[src/hdl/clock_select_params.svh]
`ifndef CLOCK_SELECT_PARAMS_SVH
`define CLOCK_SELECT_PARAMS_SVH

// Register byte offsets
`define OFS_SYSTEM_CONFIG     4'h0
`define OFS_PLL_CONFIG        4'h4
`define OFS_OUTPUT_DIVIDER    4'h8
`define OFS_CLOCK_STATUS      4'hc

// Field positions in pll_config_reg
`define POS_VCO_BYPASS        0
`define POS_OSC_INTERNAL      1
`define POS_PLL_INPUT_DIV     4
`define POS_PLL_MULT          8
`define POS_PLL_OUTPUT_DIV    16

// Field widths
`define W_SOURCE_SELECT       2
`define W_OUTPUT_DIVIDER      10
`define W_PLL_INPUT_DIV       4
`define W_PLL_MULT            8
`define W_PLL_OUTPUT_DIV      7
`define W_PERIOD              16

// Reset values
`define RST_SOURCE_SELECT     2'h0
`define RST_VCO_BYPASS        1'h1
`define RST_OUTPUT_DIVIDER    10'h000

// Largest prescaler divide factor
`define MAX_PRESCALER_FACTOR  11'h400

`endif

[src/hdl/clock_select_pkg.sv]
package clock_select_pkg;

    typedef enum logic [1:0] {
        SRC_WAKEUP    = 2'h0,
        SRC_UNUSED    = 2'h1,
        SRC_PLL_PRESC = 2'h2,
        SRC_DIRECT    = 2'h3
    } clock_source_t;

    typedef struct packed {
        logic [6:0] pll_output_divider_setting;
        logic [7:0] pll_multiplier_setting;
        logic [3:0] pll_input_divider_setting;
        logic       osc_internal;
        logic       vco_bypass;
    } pll_config_t;

    typedef struct packed {
        logic        cyc;
        logic        stb;
        logic        we;
        logic [3:0]  sel;
        logic [3:0]  adr;
        logic [31:0] dat;
    } wb_request_t;

endpackage : clock_select_pkg

[src/hdl/system_clock_source_select.sv]
// Contract
// - Select code 11 drives the system clock straight from the direct clock input.
// - Select code 10 with vco_bypass set takes the system clock through the prescaler from crystal or internal source.
// - The prescaler divides by output_divider_setting plus one.
// - With a factor of one the system clock copies the source clock including its duty cycle.
// - The largest setting divides by 1024, the slowest prescaler output.
// - Bypass from the crystal input with factor one behaves like direct drive.
// - Select code 10 with vco_bypass clear runs the PLL and uses its output.
// - The PLL ratio is N over P times K2, each field value plus one.
// - Select code 00 runs the system clock from the wakeup clock.
`timescale 1ns/1ns
`include "clock_select_params.svh"

module system_clock_source_select (
    // Clock and reset
    input  wire logic                         clock,
    input  wire logic                         reset_n,
    // Wishbone slave
    input  wire clock_select_pkg::wb_request_t wb_req,
    output logic                              wb_ack_o,
    output logic [31:0]                       wb_dat_o,
    // Clock sources, sampled on clock
    input  wire logic                         direct_clock_input,
    input  wire logic                         crystal_input,
    input  wire logic                         internal_clock_input,
    input  wire logic                         wakeup_clock_input,
    // Generated clock
    output logic                              sys_clock_q
);
    import clock_select_pkg::*;

    ////////////////////////////////////////////////////////////////////////////
    // Register file

    clock_source_t                    source_q;
    pll_config_t                      pll_cfg_q;
    logic [`W_OUTPUT_DIVIDER-1:0]     div_set_q;
    logic                             ack_q;
    logic [31:0]                      rdata_q;

    function automatic logic [31:0] merge_bytes(input logic [31:0] old_v,
                                                input logic [31:0] new_v,
                                                input logic [3:0]  sel);
        logic [31:0] r;
        r = old_v;
        for (int i = 0; i < 4; i++) begin
            if (sel[i]) begin
                r[i*8 +: 8] = new_v[i*8 +: 8];
            end
        end
        return r;
    endfunction : merge_bytes

    wire         bus_req   = wb_req.cyc && wb_req.stb && !ack_q;
    wire         bus_wr    = bus_req && wb_req.we;
    wire         hit_sys   = wb_req.adr == `OFS_SYSTEM_CONFIG;
    wire         hit_pll   = wb_req.adr == `OFS_PLL_CONFIG;
    wire         hit_div   = wb_req.adr == `OFS_OUTPUT_DIVIDER;
    wire         hit_stat  = wb_req.adr == `OFS_CLOCK_STATUS;
    wire [31:0]  sys_word  = {30'h0, source_q};
    wire [31:0]  pll_word  = {9'h0, pll_cfg_q.pll_output_divider_setting,
                              pll_cfg_q.pll_multiplier_setting,
                              pll_cfg_q.pll_input_divider_setting,
                              2'h0, pll_cfg_q.osc_internal, pll_cfg_q.vco_bypass};
    wire [31:0]  div_word  = {22'h0, div_set_q};
    wire [31:0]  sys_new   = merge_bytes(sys_word, wb_req.dat, wb_req.sel);
    wire [31:0]  pll_new   = merge_bytes(pll_word, wb_req.dat, wb_req.sel);
    wire [31:0]  div_new   = merge_bytes(div_word, wb_req.dat, wb_req.sel);
    logic        pll_run;
    logic        presc_run;
    wire [31:0]  stat_word = {28'h0, pll_run, presc_run, 1'b0, sys_clock_q};
    // Unmapped offsets read as zero and are still acknowledged
    wire [31:0]  read_mux  = hit_sys  ? sys_word :
                             hit_pll  ? pll_word :
                             hit_div  ? div_word :
                             hit_stat ? stat_word : 32'h0;

    always_ff @(posedge clock or negedge reset_n) begin
        if (!reset_n) begin
            ack_q   <= 1'b0;
            rdata_q <= 32'h0;
        end else begin
            ack_q   <= bus_req;
            rdata_q <= bus_req ? read_mux : 32'h0;
        end
    end

    always_ff @(posedge clock or negedge reset_n) begin
        if (!reset_n) begin
            source_q  <= clock_source_t'(`RST_SOURCE_SELECT);
            pll_cfg_q <= '{vco_bypass: `RST_VCO_BYPASS, default: '0};
            div_set_q <= `RST_OUTPUT_DIVIDER;
        end else if (bus_wr) begin
            if (hit_sys) begin
                source_q <= clock_source_t'(sys_new[1:0]);
            end
            if (hit_pll) begin
                pll_cfg_q <= {pll_new[`POS_PLL_OUTPUT_DIV +: `W_PLL_OUTPUT_DIV],
                              pll_new[`POS_PLL_MULT +: `W_PLL_MULT],
                              pll_new[`POS_PLL_INPUT_DIV +: `W_PLL_INPUT_DIV],
                              pll_new[`POS_OSC_INTERNAL], pll_new[`POS_VCO_BYPASS]};
            end
            if (hit_div) begin
                div_set_q <= div_new[`W_OUTPUT_DIVIDER-1:0];
            end
        end
    end

    assign wb_ack_o = ack_q;
    assign wb_dat_o = rdata_q;

    ////////////////////////////////////////////////////////////////////////////
    // Oscillator selection and edge detection

    logic osc_prev_q;
    wire  osc_level = pll_cfg_q.osc_internal ? internal_clock_input : crystal_input;
    wire  osc_rise  = osc_level && !osc_prev_q;

    assign presc_run = (source_q == SRC_PLL_PRESC) && pll_cfg_q.vco_bypass;
    assign pll_run   = (source_q == SRC_PLL_PRESC) && !pll_cfg_q.vco_bypass;

    ////////////////////////////////////////////////////////////////////////////
    // Prescaler: counts source rising edges, factor is setting plus one

    logic [`W_OUTPUT_DIVIDER-1:0] edge_cnt_q;
    logic                         presc_q;
    wire  [10:0]                  presc_factor = {1'b0, div_set_q} + 11'h1;
    wire  [`W_OUTPUT_DIVIDER-1:0] half_cnt  = presc_factor[10:1];
    wire                          cnt_wrap  = edge_cnt_q >= div_set_q;
    wire  [`W_OUTPUT_DIVIDER-1:0] cnt_next  = cnt_wrap ? '0 : edge_cnt_q + 1'b1;
    // Factor one copies the source so its duty cycle survives
    wire                          presc_lvl = (div_set_q == '0) ? osc_level : presc_q;

    always_ff @(posedge clock or negedge reset_n) begin
        if (!reset_n) begin
            osc_prev_q <= 1'b0;
            edge_cnt_q <= '0;
            presc_q    <= 1'b0;
        end else begin
            osc_prev_q <= osc_level;
            if (!presc_run) begin
                edge_cnt_q <= '0;
                presc_q    <= 1'b0;
            end else if (osc_rise) begin
                edge_cnt_q <= cnt_next;
                presc_q    <= cnt_next < half_cnt;
            end
        end
    end

    ////////////////////////////////////////////////////////////////////////////
    // PLL model: measures the input period, then a phase accumulator
    // synthesises period * P * K2 / N. Output is limited by the 100 MHz
    // sampling: at most half the clock, with one cycle of jitter.

    logic [`W_PERIOD-1:0] per_cnt_q;
    logic [`W_PERIOD-1:0] period_q;
    logic [27:0]          acc_q;
    logic                 pll_q;
    logic                 seen_q;
    wire  [4:0]           p_fac    = {1'b0, pll_cfg_q.pll_input_divider_setting} + 5'h1;
    wire  [8:0]           n_fac    = {1'b0, pll_cfg_q.pll_multiplier_setting} + 9'h1;
    wire  [7:0]           k2_fac   = {1'b0, pll_cfg_q.pll_output_divider_setting} + 8'h1;
    wire  [27:0]          pll_lim  = 28'(period_q * p_fac * k2_fac);
    wire  [27:0]          acc_sum  = acc_q + {18'h0, n_fac, 1'b0};
    wire                  acc_wrap = acc_sum >= pll_lim;

    always_ff @(posedge clock or negedge reset_n) begin
        if (!reset_n) begin
            per_cnt_q <= '0;
            period_q  <= '0;
            acc_q     <= '0;
            pll_q     <= 1'b0;
            seen_q    <= 1'b0;
        end else if (!pll_run) begin
            per_cnt_q <= '0;
            period_q  <= '0;
            acc_q     <= '0;
            pll_q     <= 1'b0;
            seen_q    <= 1'b0;
        end else begin
            per_cnt_q <= osc_rise ? '0 : per_cnt_q + 1'b1;
            if (osc_rise) begin
                seen_q <= 1'b1;
            end
            // First rise only opens the window; a partial count would skew the ratio
            if (osc_rise && seen_q) begin
                period_q <= per_cnt_q + 1'b1;
            end
            // Hold until one full input period has been measured
            if (period_q != '0) begin
                acc_q <= acc_wrap ? acc_sum - pll_lim : acc_sum;
                pll_q <= acc_wrap ? !pll_q : pll_q;
            end
        end
    end

    ////////////////////////////////////////////////////////////////////////////
    // Output selection; code 01 is reserved and holds the clock low

    wire sys_next = (source_q == SRC_DIRECT) ? direct_clock_input :
                    (source_q == SRC_WAKEUP) ? wakeup_clock_input :
                    presc_run                ? presc_lvl :
                    pll_run                  ? pll_q : 1'b0;

    always_ff @(posedge clock or negedge reset_n) begin
        if (!reset_n) begin
            sys_clock_q <= 1'b0;
        end else begin
            sys_clock_q <= sys_next;
        end
    end

    ////////////////////////////////////////////////////////////////////////////
    // Checks

    a_direct_follow: assert property (@(posedge clock) disable iff (!reset_n)
        (reset_n && source_q == SRC_DIRECT) |=> sys_clock_q == $past(direct_clock_input))
        else $error("system clock does not follow direct input");

    a_wakeup_follow: assert property (@(posedge clock) disable iff (!reset_n)
        (reset_n && source_q == SRC_WAKEUP) |=> sys_clock_q == $past(wakeup_clock_input))
        else $error("system clock does not follow wakeup input");

    a_factor_one_copy: assert property (@(posedge clock) disable iff (!reset_n)
        (reset_n && presc_run && div_set_q == '0) |=> sys_clock_q == $past(osc_level))
        else $error("factor one does not copy the oscillator");

    a_crystal_bypass: assert property (@(posedge clock) disable iff (!reset_n)
        (reset_n && presc_run && div_set_q == '0 && !pll_cfg_q.osc_internal)
            |=> sys_clock_q == $past(crystal_input))
        else $error("crystal bypass does not behave like direct drive");

    a_presc_count: assert property (@(posedge clock) disable iff (!reset_n)
        (presc_run && osc_rise && edge_cnt_q == div_set_q && $stable(div_set_q))
            |=> edge_cnt_q == '0)
        else $error("prescaler count does not wrap at the setting");

    a_presc_max: assert property (@(posedge clock) disable iff (!reset_n)
        (div_set_q == 10'h3ff) |-> presc_factor == `MAX_PRESCALER_FACTOR)
        else $error("largest setting is not a divide by 1024");

    a_presc_full_range: assert property (@(posedge clock) disable iff (!reset_n)
        (presc_run && osc_rise && div_set_q == 10'h3ff && edge_cnt_q == 10'h3fe
            && $stable(div_set_q)) |=> edge_cnt_q == 10'h3ff)
        else $error("largest setting wraps before 1024 source edges");

    a_presc_source: assert property (@(posedge clock) disable iff (!reset_n)
        (reset_n && presc_run && div_set_q != '0) |=> sys_clock_q == $past(presc_q))
        else $error("prescaler output not selected");

    a_pll_idle: assert property (@(posedge clock) disable iff (!reset_n)
        !pll_run |=> (!pll_q && acc_q == '0))
        else $error("pll runs while not selected");

    a_pll_bound: assert property (@(posedge clock) disable iff (!reset_n)
        (pll_run && $stable(pll_cfg_q) && $stable(period_q) && period_q != '0 && acc_q < pll_lim)
            |=> acc_q < pll_lim || acc_q < {18'h0, n_fac, 1'b0})
        else $error("pll accumulator passes its limit");

    a_ack_pulse: assert property (@(posedge clock) disable iff (!reset_n)
        wb_ack_o |=> !wb_ack_o)
        else $error("ack held longer than one cycle");

endmodule : system_clock_source_select

[config.mk]
export PLATFORM = sky130hd
export DESIGN_NAME = system_clock_source_select
export DESIGN_NICKNAME = d
export VERILOG_FILES = /design/src/hdl/clock_select_pkg.sv /design/src/hdl/system_clock_source_select.sv
export VERILOG_INCLUDE_DIRS = /design/src /design/src/hdl
export SDC_FILE = /design/constraint.sdc
export NUM_CORES = 1
export LEC_CHECK = 0
export BUFFER_PORTS_ARGS = -buffer_cell sky130_fd_sc_hd__buf_2
export CAP_MARGIN = 40
export CORE_MARGIN = 2
export CORE_UTILIZATION = 55
export CTS_BUF_LIST = sky130_fd_sc_hd__clkbuf_4 sky130_fd_sc_hd__clkbuf_8
export CTS_CLUSTER_DIAMETER = 200
export CTS_CLUSTER_SIZE = 25
export DETAILED_ROUTE_END_ITERATION = 8
export GPL_TIMING_DRIVEN = 1
export PLACE_DENSITY = 0.71
export SLEW_MARGIN = 20
export SYNTH_ARGS = -nofsm -noshare
export SYNTH_HDL_FRONTEND = slang
export SYNTH_SLANG_ARGS = --single-unit
[constraint.sdc]
create_clock -name clock -period 14.1 [get_ports clock]
set_input_delay 0.705 -clock clock [delete_from_list [all_inputs] [get_ports clock]]
set_output_delay 0.705 -clock clock [all_outputs]
set_load 0.005 [all_outputs]
==> impl_summary.log, run 1 <==
[metrics] maximum fanout along the worst path: 38
[metrics] outcome: finished, final reports clean
[metrics] cts bufs inserted: 17
[metrics] width of the die: between 150 and 200 um
[metrics] final WL: between 30 and 40 mm
[metrics] shortest clock period the worst path allows after layout: 12.28 ns
[metrics] Hold Buf Count CTS: 0
[metrics] RD Place Congestion: 0.877
[metrics] routed len/inst: 16.3 um
[metrics] Worst R2R Path Depth: 41
[metrics] clock transition at the register clock pins on the worst setup and hold paths after CTS: around 0.08 ns
[metrics] worst-margin pin slew: between 0.8 and 0.9 ns
[metrics] biggest area contributors in the synthesized netlist: sky130_fd_sc_hd__dfrtp_1, sky130_fd_sc_hd__fa_1, sky130_fd_sc_hd__ha_1, sky130_fd_sc_hd__nor2_1, sky130_fd_sc_hd__xnor2_1
[metrics] number of enable-type register cells in the synthesized netlist: 0
[metrics] source-to-sink clock delay at the later pin of the worst-skew pair: 0.49 ns
[metrics] height of the chip: 175 um
[metrics] mean cell area of the mapped netlist: between 8 and 9 um2
[metrics] final antenna diode count: 0
[metrics] Critical R2R Launch: pll_cfg_q[2]
[metrics] cell with the largest stage delay on the worst path: sky130_fd_sc_hd__dfrtp_1
[metrics] number of endpoints with negative hold slack in the final report: 0
[metrics] H-tree levels: 4
[metrics] CTS resizes: 0
[metrics] Overall Power: 0.962 mW
[metrics] Final nets: approximately 2200
[metrics] DR vias/cell: 5.63
[metrics] most frequent cells in the layout: sky130_fd_sc_hd__nor2_1, sky130_fd_sc_hd__inv_1, sky130_fd_sc_hd__fa_1, sky130_fd_sc_hd__ha_1, sky130_fd_sc_hd__nand2_1
[metrics] cell area after technology mapping: 16100 um2
[metrics] DP HPWL: 29.3 mm
[metrics] post-CTS repair timing setup buffer count: 0
[metrics] largest voltage drop on the vdd net: 0.0969 mV
[metrics] Filler Cell Count: 2484
[metrics] headroom to the max-slew limit: 0.451
[metrics] number of setup violations in the final report: 0
[metrics] Crit. End Element: flop
[metrics] starting utilization of the core area: 0.561
[metrics] cell count after synthesis: 1852
[metrics] Total GRT Usage: 0.253
[metrics] required time of the critical path: 14.50 ns
[metrics] DR iter-0 viols: between 800 and 900
[metrics] Bufs on Longest Clock Path: 2
[metrics] area share of the leading cell type in the synthesized netlist: 0.203
[metrics] Post-Route Setup TNS: 0 ns
[metrics] Most Frequent Cell on Critical Path: sky130_fd_sc_hd__fa_1
[metrics] count of input and output buffers: 63
[metrics] total die area: 30700 um2
[metrics] number of storage elements in the synthesis netlist: 132
[metrics] number of global-route vias before repair: 13000
[metrics] count of TritonRoute iterations in the first routing pass: 5
[metrics] TritonCTS clock tree: built
[metrics] fraction of final layout cells sized beyond drive strength 1: 0.0982
[metrics] Max Clock Skew: between 0.02 and 0.025 ns
[metrics] pin count of the biggest net entering global routing: 62
[metrics] kind of critical path: reg -> reg
[metrics] buffers and inverters on the worst path: 6
[metrics] leading cell type in the layout, fill and taps excluded: sky130_fd_sc_hd__nor2_1
[metrics] Worst Path Arrival: 12.68 ns
[metrics] total number of clock tree sinks: 132
[metrics] count of pins over their slew limit: 0
[metrics] ys flop type: sky130_fd_sc_hd__dfrtp_1
[metrics] number of unique standard cell types used by synthesis: between 60 and 70
[metrics] overall via count from detail_route: around 13000
[metrics] proportion of synthesized flip-flops having asynchronous set or reset: 1.00
[metrics] cell area reported after detailed placement: 16800 um2
[metrics] ANT nets after route: 0
[metrics] reg-to-reg critical path endpoint: acc_q[0]
[metrics] startpoint types: flop
[metrics] core area: 28800 um2
[metrics] root buffer cell: sky130_fd_sc_hd__clkbuf_8
[metrics] number of top-level design ports: between 80 and 90
[metrics] delay of the slowest critical-path stage: 0.71 ns
[metrics] R2R setup slack: 1.82 ns
[metrics] Yosys warning total: 0
[metrics] maximum frequency from static timing analysis: just over 0.08 GHz
[metrics] HP Class: in -> async
[metrics] post-route clock period utilization: 0.871
[metrics] Synth-to-Final Area Change: 7.00%
[metrics] total DRC errors in the routed layout: 0
[metrics] sequential area share after synthesis: 0.205
[metrics] RSZ-0062 raised after global routing: false
[metrics] total number of placement rows: between 60 and 70
[metrics] number of antenna violations at the first check in global routing: 0
[metrics] cell family with the largest share of critical-path delay: adder cells
[metrics] beginning of the critical path: pll_cfg_q[2]
[metrics] maximum capacitance violations: 0
[metrics] Congestion Overflow GR: 0
[metrics] final standard cell area without fillers: 17300 um2
[metrics] standby leakage power: 8.70 nW
[metrics] power density normalized to cell area: 55.7 nW/um2
[metrics] first-pass GRT wire length: about 63 mm
[metrics] biggest area consumer among synthesized cells: sky130_fd_sc_hd__dfrtp_1
## worst register-to-register path: cells and delay by family, from the launching register on
kind / cells / cell delay, ns
and+or+nand+nor: 12 / 2.81
AOI/OAI and AO/OA: 9 / 1.95
muxes: 1 / 0.41
DFF: 1 / 0.71
adders and majority gates: 11 / 5.10
buffers and inverters: 6 / 0.50
xor gates and xnor gates: 2 / 0.77
## state kept, by name (all words and copies together) (netlist names), 2 cells and up
register    count
per_cnt_q      16
pll_cfg_q      21
period_q       16
wb_dat_o       23
acc_q          28
source_q        2
edge_cnt_q     10
div_set_q      10
## Yosys cell counts (11+ instances only)
library cell                 n
sky130_fd_sc_hd__or2_2      26
sky130_fd_sc_hd__a31oi_1    14
sky130_fd_sc_hd__mux2_2     34
sky130_fd_sc_hd__and2_1     54
sky130_fd_sc_hd__o21a_1     11
sky130_fd_sc_hd__nor2_1    215
sky130_fd_sc_hd__inv_1     197
sky130_fd_sc_hd__nand2_1   136
sky130_fd_sc_hd__fa_1      157
sky130_fd_sc_hd__ha_1      139
sky130_fd_sc_hd__xnor2_1    86
sky130_fd_sc_hd__a21o_1     52
sky130_fd_sc_hd__and3_1     37
sky130_fd_sc_hd__nand4_1    16
sky130_fd_sc_hd__nand3_1    49
sky130_fd_sc_hd__nor2b_1    30
sky130_fd_sc_hd__a21oi_1    88
sky130_fd_sc_hd__clkbuf_1   54
sky130_fd_sc_hd__o21ai_0    76
sky130_fd_sc_hd__nand2b_1   33
sky130_fd_sc_hd__nor3_1     23
sky130_fd_sc_hd__xor2_1     46
sky130_fd_sc_hd__dfrtp_1   131
## worst max path at each step
stage                     cells past startpoint  slack [ns]        end
after global placement                       41        1.66   acc_q[0]
after detailed placement                     41        1.78   acc_q[0]
after floorplan                              44        3.47  acc_q[14]
after CTS                                    41        1.77   acc_q[0]
after global routing                         40        1.09   acc_q[0]
final                                        41        1.82   acc_q[0]
## routing by layer
metal / global-route usage / vias to the layer above / share of wire
li1: - / 6247 / -
met1: 0.336 / 6291 / 0.46
met2: 0.436 / 300 / 0.48
met3: 0.0366 / 46 / 0.043
met5: 0 / - / 0
met4: 0.0667 / 0 / 0.019
## logic make-up (layout without fill, tap and decap cells)
logic type | after synthesis | after routing | share of synthesized area
other | 1 | 9 | 0.000232
multiplexers | 45 | 45 | 0.0313
AND/OR/NAND/NOR | 660 | 660 | 0.200
buffers and inverters | 266 | 311 | 0.0644
AO/OA/AOI/OAI | 320 | 320 | 0.126
adder cells (fa/ha/maj) | 296 | 296 | 0.302
flip-flops | 132 | 132 | 0.205
XOR/XNOR | 132 | 132 | 0.0716
## stage by stage
step	std cells	setup slack [ns]	util	hold WS (ns)
after floorplan	1860	3.47	-	0.409
after global placement	2253	1.66	0.584	0.489
after detailed placement	2256	1.78	0.585	0.495
after CTS	2288	1.77	0.600	0.178
after global routing	2289	1.09	0.600	0.212
final	2289	1.82	0.600	0.168
## layout make-up
| cell class | instances | area [um2] | share of cell area |
|---|---|---|---|
| timing repair buffer | 82 | 488 | 0.0282 |
| sequential | 132 | 3300 | 0.191 |
| clock inverter | 13 | 163 | 0.00941 |
| inverter | 197 | 739 | 0.0428 |
| tap | 384 | 480 | 0.0278 |
| clock buffer | 19 | 255 | 0.0148 |
| multi-input combinational | 1462 | 11800 | 0.686 |
## where the power goes
group	switching (mW)	internal (mW)	total (mW)	leakage (nW)
Combinational	0.132	0.0791	0.211	6.66
Sequential	0.0137	0.386	0.400	1.83
Clock	0.180	0.171	0.351	0.211
Total	0.326	0.636	0.962	8.70
No activity file was read; power rests on OpenSTA's default activity.
==> run 2, diff against run 1 <==
--- a/config.mk
+++ b/config.mk
@@ -6,7 +6,7 @@
 export SDC_FILE = /design/constraint.sdc
 export NUM_CORES = 1
 export LEC_CHECK = 0
-export BUFFER_PORTS_ARGS = -buffer_cell sky130_fd_sc_hd__buf_2
+export BUFFER_PORTS_ARGS = -buffer_cell sky130_fd_sc_hd__buf_4
 export CAP_MARGIN = 40
 export CORE_MARGIN = 2
 export CORE_UTILIZATION = 55
==> constraint.sdc (replaced) <==
create_clock -name clock -period 14.1 [get_ports clock]
set_input_delay 0.705 -clock clock [delete_from_list [all_inputs] [get_ports clock]]
set_output_delay 0.705 -clock clock [all_outputs]
set_load 0.1 [all_outputs]
==> run 2 against run 1 <==
Clock power shrank 16%. Combinational power is 9% higher. Via count shrank 0.32%. Critical path type unchanged. Count of clock-buffer cells in the layout stayed put. Routed wire length rose by 0.54%. Setup slack improved by 0.38 ns. Largest cell class unchanged. First-iteration DRC count fell by 10%. Sequential power is essentially flat. Global-route usage rose by 0.18 points. Final area up 0.50%. Critical path depth is 1 lower. Power shrank 3.8%.
==> impl_summary.log, run 2 (synthesized netlist as in run 1, its figures left out) <==
[metrics] top register by number of flip-flops: acc_q
[metrics] source-to-sink clock delay at the later pin of the worst-skew pair: about 0.47 ns
[metrics] CTS resizes: 0
[metrics] total number of placement rows: 62
[metrics] number of cells in the design after placement: 2256
[metrics] core area: 28800 um2
[metrics] outcome: finished, final reports clean
[metrics] count of pins over their slew limit: 0
[metrics] worst-margin pin slew: 0.797 ns
[metrics] maximum frequency from static timing analysis: 0.0840 GHz
[metrics] total number of clock tree sinks: between 100 and 150
[metrics] Most Frequent Cell on Critical Path: sky130_fd_sc_hd__fa_1
[metrics] largest voltage drop on the vdd net: 0.0963 mV
[metrics] Largest register FFs: 28
[metrics] Setup WS post-layout: 2.20 ns
[metrics] cts bufs inserted: 17
[metrics] post-CTS repair timing setup buffer count: 0
[metrics] width of the die: 175 um
[metrics] clock transition at the register clock pins on the worst setup and hold paths after CTS: 0.09 ns
[metrics] TritonCTS clock tree: built
[metrics] Max Clock Skew: around 0.02 ns
[metrics] Congestion Overflow GR: 0
[metrics] Final nets: 2237
[metrics] HP Class: in -> async
[metrics] number of global-route vias before repair: about 13000
[metrics] power density normalized to cell area: 53.3 nW/um2
[metrics] total die area: approximately 31000 um2
[metrics] startpoint types: flop
[metrics] ANT nets after route: 0
[metrics] most frequent cells in the layout: sky130_fd_sc_hd__nor2_1, sky130_fd_sc_hd__inv_1, sky130_fd_sc_hd__fa_1, sky130_fd_sc_hd__ha_1, sky130_fd_sc_hd__nand2_1
[metrics] final standard cell area without fillers: 17400 um2
[metrics] RD Place Congestion: 0.881
[metrics] first-pass GRT wire length: 63.5 mm
[metrics] headroom to the max-slew limit: 0.465
[metrics] Hold Buf Count CTS: 0
[metrics] maximum capacitance violations: 0
[metrics] Total GRT Usage: 0.255
[metrics] final antenna diode count: 0
[metrics] number of top-level design ports: 83
[metrics] Filler Cell Count: 2585
[metrics] H-tree levels: 4
[metrics] maximum fanout along the worst path: 20
[metrics] leading cell type in the layout, fill and taps excluded: sky130_fd_sc_hd__nor2_1
[metrics] Synth-to-Final Area Change: 7.53%
[metrics] number of antenna violations at the first check in global routing: 0
[metrics] cell with the largest stage delay on the worst path: sky130_fd_sc_hd__dfrtp_1
[metrics] DR iter-0 viols: 753
[metrics] cell area reported after detailed placement: between 15000 and 20000 um2
[metrics] required time of the critical path: 14.48 ns
[metrics] Post-Route Setup TNS: 0 ns
[metrics] final WL: approximately 38 mm
[metrics] number of endpoints with negative hold slack in the final report: 0
[metrics] standby leakage power: slightly below 9 nW
[metrics] number of setup violations in the final report: 0
[metrics] total DRC errors in the routed layout: 0
[metrics] routed len/inst: approximately 16 um
[metrics] DP HPWL: 29.4 mm
[metrics] starting utilization of the core area: 0.561
[metrics] kind of critical path: reg -> reg
[metrics] count of input and output buffers: 63
[metrics] count of TritonRoute iterations in the first routing pass: 5
[metrics] DR vias/cell: 5.62
[metrics] Worst Path Arrival: 12.28 ns
[metrics] fraction of final layout cells sized beyond drive strength 1: 0.0977
[metrics] post-route clock period utilization: 0.844
[metrics] Bufs on Longest Clock Path: 2
[metrics] overall via count from detail_route: 12800
[metrics] Setup Slack @ Placement: 2.23 ns
[metrics] Crit. End Element: flop
[metrics] shortest clock period the worst path allows after layout: ~12 ns
[metrics] pin count of the biggest net entering global routing: 63
[metrics] non-filler cells, final: 2287
[metrics] delay of the slowest critical-path stage: 0.73 ns
[metrics] RSZ-0062 raised after global routing: false
[metrics] root buffer cell: sky130_fd_sc_hd__clkbuf_8
[metrics] height of the chip: between 150 and 200 um
[run 2: changes by cell type in the layout (fill, tap and decap cells not counted), sizes merged]
cell and delta:
bufinv -2, inv -6, clkinv +3, clkinvlp +3
[run 2: stage by stage]
stage | hold slack [ns] | util | power [mW]
after CTS | 0.191 | 0.603 | 0.932
after detailed placement | 0.499 | 0.591 | 0.635
final | 0.193 | 0.603 | 0.926
after global routing | 0.220 | 0.603 | 0.970
after floorplan | 0.409 | - | 0.570
after global placement | 0.489 | 0.589 | 0.630
[run 2: worst max-delay path, delay by kind of cell, from the launching register on]
family                     cells  cell delay [ns]
buffers and inverters          5             0.24
and+or+nand+nor                9             2.41
adders and majority gates     11             4.96
xor gates and xnor gates       2             0.76
AOI/OAI and AO/OA             13             2.71
DFF                            1             0.73
[run 2: worst paths after layout]
kind / slack, ns / start / cells after the start / end
worst max register to register: 2.20 / pll_cfg_q[2] / 40 / acc_q[12]
worst max-delay path: 2.20 / pll_cfg_q[2] / 40 / acc_q[12]
min in group clock: 0.48 / wb_req[12] / 2 / pll_cfg_q[10]
worst min register to register: 0.51 / per_cnt_q[0] / 1 / per_cnt_q[0]
max in group asynchronous: 12.84 / reset_n / 3 / acc_q[24]
worst min-delay path: 0.19 / reset_n / 1 / edge_cnt_q[0]
[run 2: routing by layer]
metal  global-route usage  wire, um
met5                    0         0
met3               0.0422      1460
met4               0.0771       923
met1                0.332     17200
met2                0.438     18000
[run 2: final cells by class]
class | count | area, um2 | area share
clock inverters | 11 | 82.6 | 0.00476
repair buffers | 82 | 647 | 0.0373
inverters | 197 | 739 | 0.0426
clock buffers | 19 | 255 | 0.0147
well taps | 384 | 480 | 0.0277
multi-input cells | 1462 | 11900 | 0.683
flip-flops and latches | 132 | 3300 | 0.190
[run 2: power by group]
part,switching [mW],internal (mW),leakage [nW]
Sequential,0.0140,0.386,1.83
Clock,0.168,0.127,0.165
Combinational,0.147,0.0827,6.69
Total,0.330,0.596,8.69
==> run 3, diff against run 2 <==
==> constraint.sdc (replaced) <==
create_clock -name clock -period 11.2 [get_ports clock]
set_input_delay 0.56 -clock clock [delete_from_list [all_inputs] [get_ports clock]]
set_output_delay 0.56 -clock clock [all_outputs]
set_load 0.1 [all_outputs]
==> run 3 against run 2 <==
Routed wire length up 1.2%. Maximum frequency up 11%. Hold slack worse by 0.17 ns. Die area unchanged. Power up 41%. Setup slack worse by 1.7 ns. Final area up 2.8%. Count of clock-buffer cells in the layout unchanged. Sequential share of layout area down 0.51 points. Combinational power up 42%. Largest cell class unchanged.
==> impl_summary.log, run 3 (synthesized netlist as in run 1, its figures left out) <==
[metrics] maximum frequency from static timing analysis: 0.0935 GHz
[metrics] total number of placement rows: 62
[metrics] cell with the largest stage delay on the worst path: sky130_fd_sc_hd__fa_1
[metrics] shortest clock period the worst path allows after layout: 10.70 ns
[metrics] TritonCTS clock tree: built
[metrics] non-filler cells, final: 2314
[metrics] R2R setup slack: between 0.4 and 0.5 ns
[metrics] clock transition at the register clock pins on the worst setup and hold paths after CTS: about 0.090 ns
[metrics] power density normalized to cell area: about 73 nW/um2
[metrics] RD Place Congestion: just under 0.9
[metrics] total die area: 30700 um2
[metrics] number of endpoints with negative hold slack in the final report: 0
[metrics] final standard cell area without fillers: ~18000 um2
[metrics] count of input and output buffers: 63
[metrics] Hold Buf Count CTS: 0
[metrics] top register by number of flip-flops: acc_q
[metrics] Worst R2R Path Depth: 40
[metrics] fraction of final layout cells sized beyond drive strength 1: 0.121
[metrics] kind of critical path: reg -> reg
[metrics] Synth-to-Final Area Change: 10.5%
[metrics] width of the die: about 180 um
[metrics] Congestion Overflow GR: 0
[metrics] reg-to-reg critical path endpoint: acc_q[15]
[metrics] Setup WS post-layout: 0.499 ns
[metrics] post-route clock period utilization: 0.955
[metrics] DR vias/cell: roughly 5.6
[metrics] pin count of the biggest net entering global routing: 60
[metrics] buffers and inverters on the worst path: 4
[metrics] Setup Slack @ Placement: 0.180 ns
[metrics] cell area reported after detailed placement: 17200 um2
[metrics] Crit. End Element: flop
[metrics] outcome: finished, final reports clean
[metrics] Total GRT Usage: 0.253
[metrics] final antenna diode count: 0
[metrics] H-tree levels: 4
[metrics] count of pins over their slew limit: 0
[metrics] root buffer cell: sky130_fd_sc_hd__clkbuf_8
[metrics] total DRC errors in the routed layout: 0
[metrics] Worst Path Arrival: 11.10 ns
[metrics] number of cells in the design after placement: 2274
[metrics] height of the chip: 175 um
[metrics] Final nets: 2262
[metrics] maximum fanout along the worst path: 13
[metrics] Max Clock Skew: about 0.016 ns
[metrics] number of setup violations in the final report: 0
[metrics] Most Frequent Cell on Critical Path: sky130_fd_sc_hd__fa_1
[metrics] source-to-sink clock delay at the later pin of the worst-skew pair: 0.47 ns
[metrics] first-pass GRT wire length: 63.5 mm
[metrics] leading cell type in the layout, fill and taps excluded: sky130_fd_sc_hd__nor2_1
[metrics] Largest register FFs: 28
[metrics] number of antenna violations at the first check in global routing: 0
[metrics] number of top-level design ports: 83
[metrics] final WL: 38.1 mm
[metrics] DP HPWL: 29.5 mm
[metrics] Critical R2R Launch: pll_cfg_q[3]
[metrics] delay of the slowest critical-path stage: 0.57 ns
[metrics] total number of clock tree sinks: 132
[metrics] cell family with the largest share of critical-path delay: adder cells
[metrics] largest voltage drop on the vdd net: between 0.1 and 0.15 mV
[metrics] core area: 28800 um2
[metrics] overall via count from detail_route: 13100
[metrics] headroom to the max-slew limit: 0.439
[metrics] starting utilization of the core area: 0.561
[metrics] cts bufs inserted: 17
[metrics] count of TritonRoute iterations in the first routing pass: 5
[metrics] ANT nets after route: 0
[metrics] most frequent cells in the layout: sky130_fd_sc_hd__nor2_1, sky130_fd_sc_hd__inv_1, sky130_fd_sc_hd__fa_1, sky130_fd_sc_hd__nand2_1, sky130_fd_sc_hd__ha_1
[metrics] HP Class: in -> async
[metrics] required time of the critical path: 11.60 ns
[metrics] startpoint types: flop
[metrics] worst-margin pin slew: 0.842 ns
[metrics] number of global-route vias before repair: between 10000 and 15000
[metrics] DR iter-0 viols: 789
[metrics] Bufs on Longest Clock Path: 2
[metrics] maximum capacitance violations: 0
[metrics] routed len/inst: 16.4 um
[metrics] standby leakage power: 8.89 nW
==> run 3: final cells by class <==
class                      instances  area (um2)
clock inverter                    13         194
tap                              384         480
inverter                         197         739
fill                            2491       10900
sequential                       132        3300
clock buffer                      19         262
multi-input combinational       1464       12000
timing repair buffer             105         850
==> run 3: routing by layer <==
layer | share of wire | vias up | GRT usage
li1 | - | 6286 | -
met1 | 0.45 | 6417 | 0.333
met2 | 0.48 | 301 | 0.432
met3 | 0.045 | 57 | 0.0435
met4 | 0.022 | 0 | 0.0684
met5 | 0 | - | 0
==> run 3: through the flow <==
step	utilization	hold slack, ns	power (mW)	setup TNS, ns
after global placement	0.594	0.488	0.796	0
after CTS	0.612	0.0285	1.28	0
after floorplan	-	0.264	0.718	0
final	0.620	0.0272	1.31	0
after global routing	0.620	0.0567	1.36	-0.472
after detailed placement	0.596	0.503	0.803	0
==> run 3: worst reg2reg max path: cells and delay by family, from the launching register on <==
kind,cells,cell delay (ns)
simple gates,7,1.79
compound gates,15,2.83
flops,1,0.43
fa+ha+maj,11,4.70
xor+xnor,3,0.51
buf+inv,4,0.34
==> run 3: how the worst max path moves through the flow <==
stage | from | endpoint | slack [ns] | cells after the start
after floorplan | pll_cfg_q[2] | acc_q[14] | 0.57 | 44
after global placement | pll_cfg_q[3] | acc_q[12] | 0.38 | 39
after detailed placement | pll_cfg_q[3] | acc_q[12] | 0.18 | 39
after CTS | pll_cfg_q[3] | acc_q[12] | 0.16 | 39
after global routing | pll_cfg_q[3] | acc_q[14] | -0.06 | 45
final | pll_cfg_q[3] | acc_q[15] | 0.50 | 40
==> run 3: repair_timing <==
item,4_1_cts,5_1_grt
setup buffers,0,5
resized for setup,0,27
endpoints found under the setup margin,0,29
==> run 3: power by group <==
part           total, mW  leakage [nW]  internal [mW]  switching, mW
sequential         0.503          1.83          0.486         0.0171
clock              0.477         0.233          0.258          0.218
combinational      0.327          6.83          0.125          0.202
total               1.31          8.89          0.870          0.437
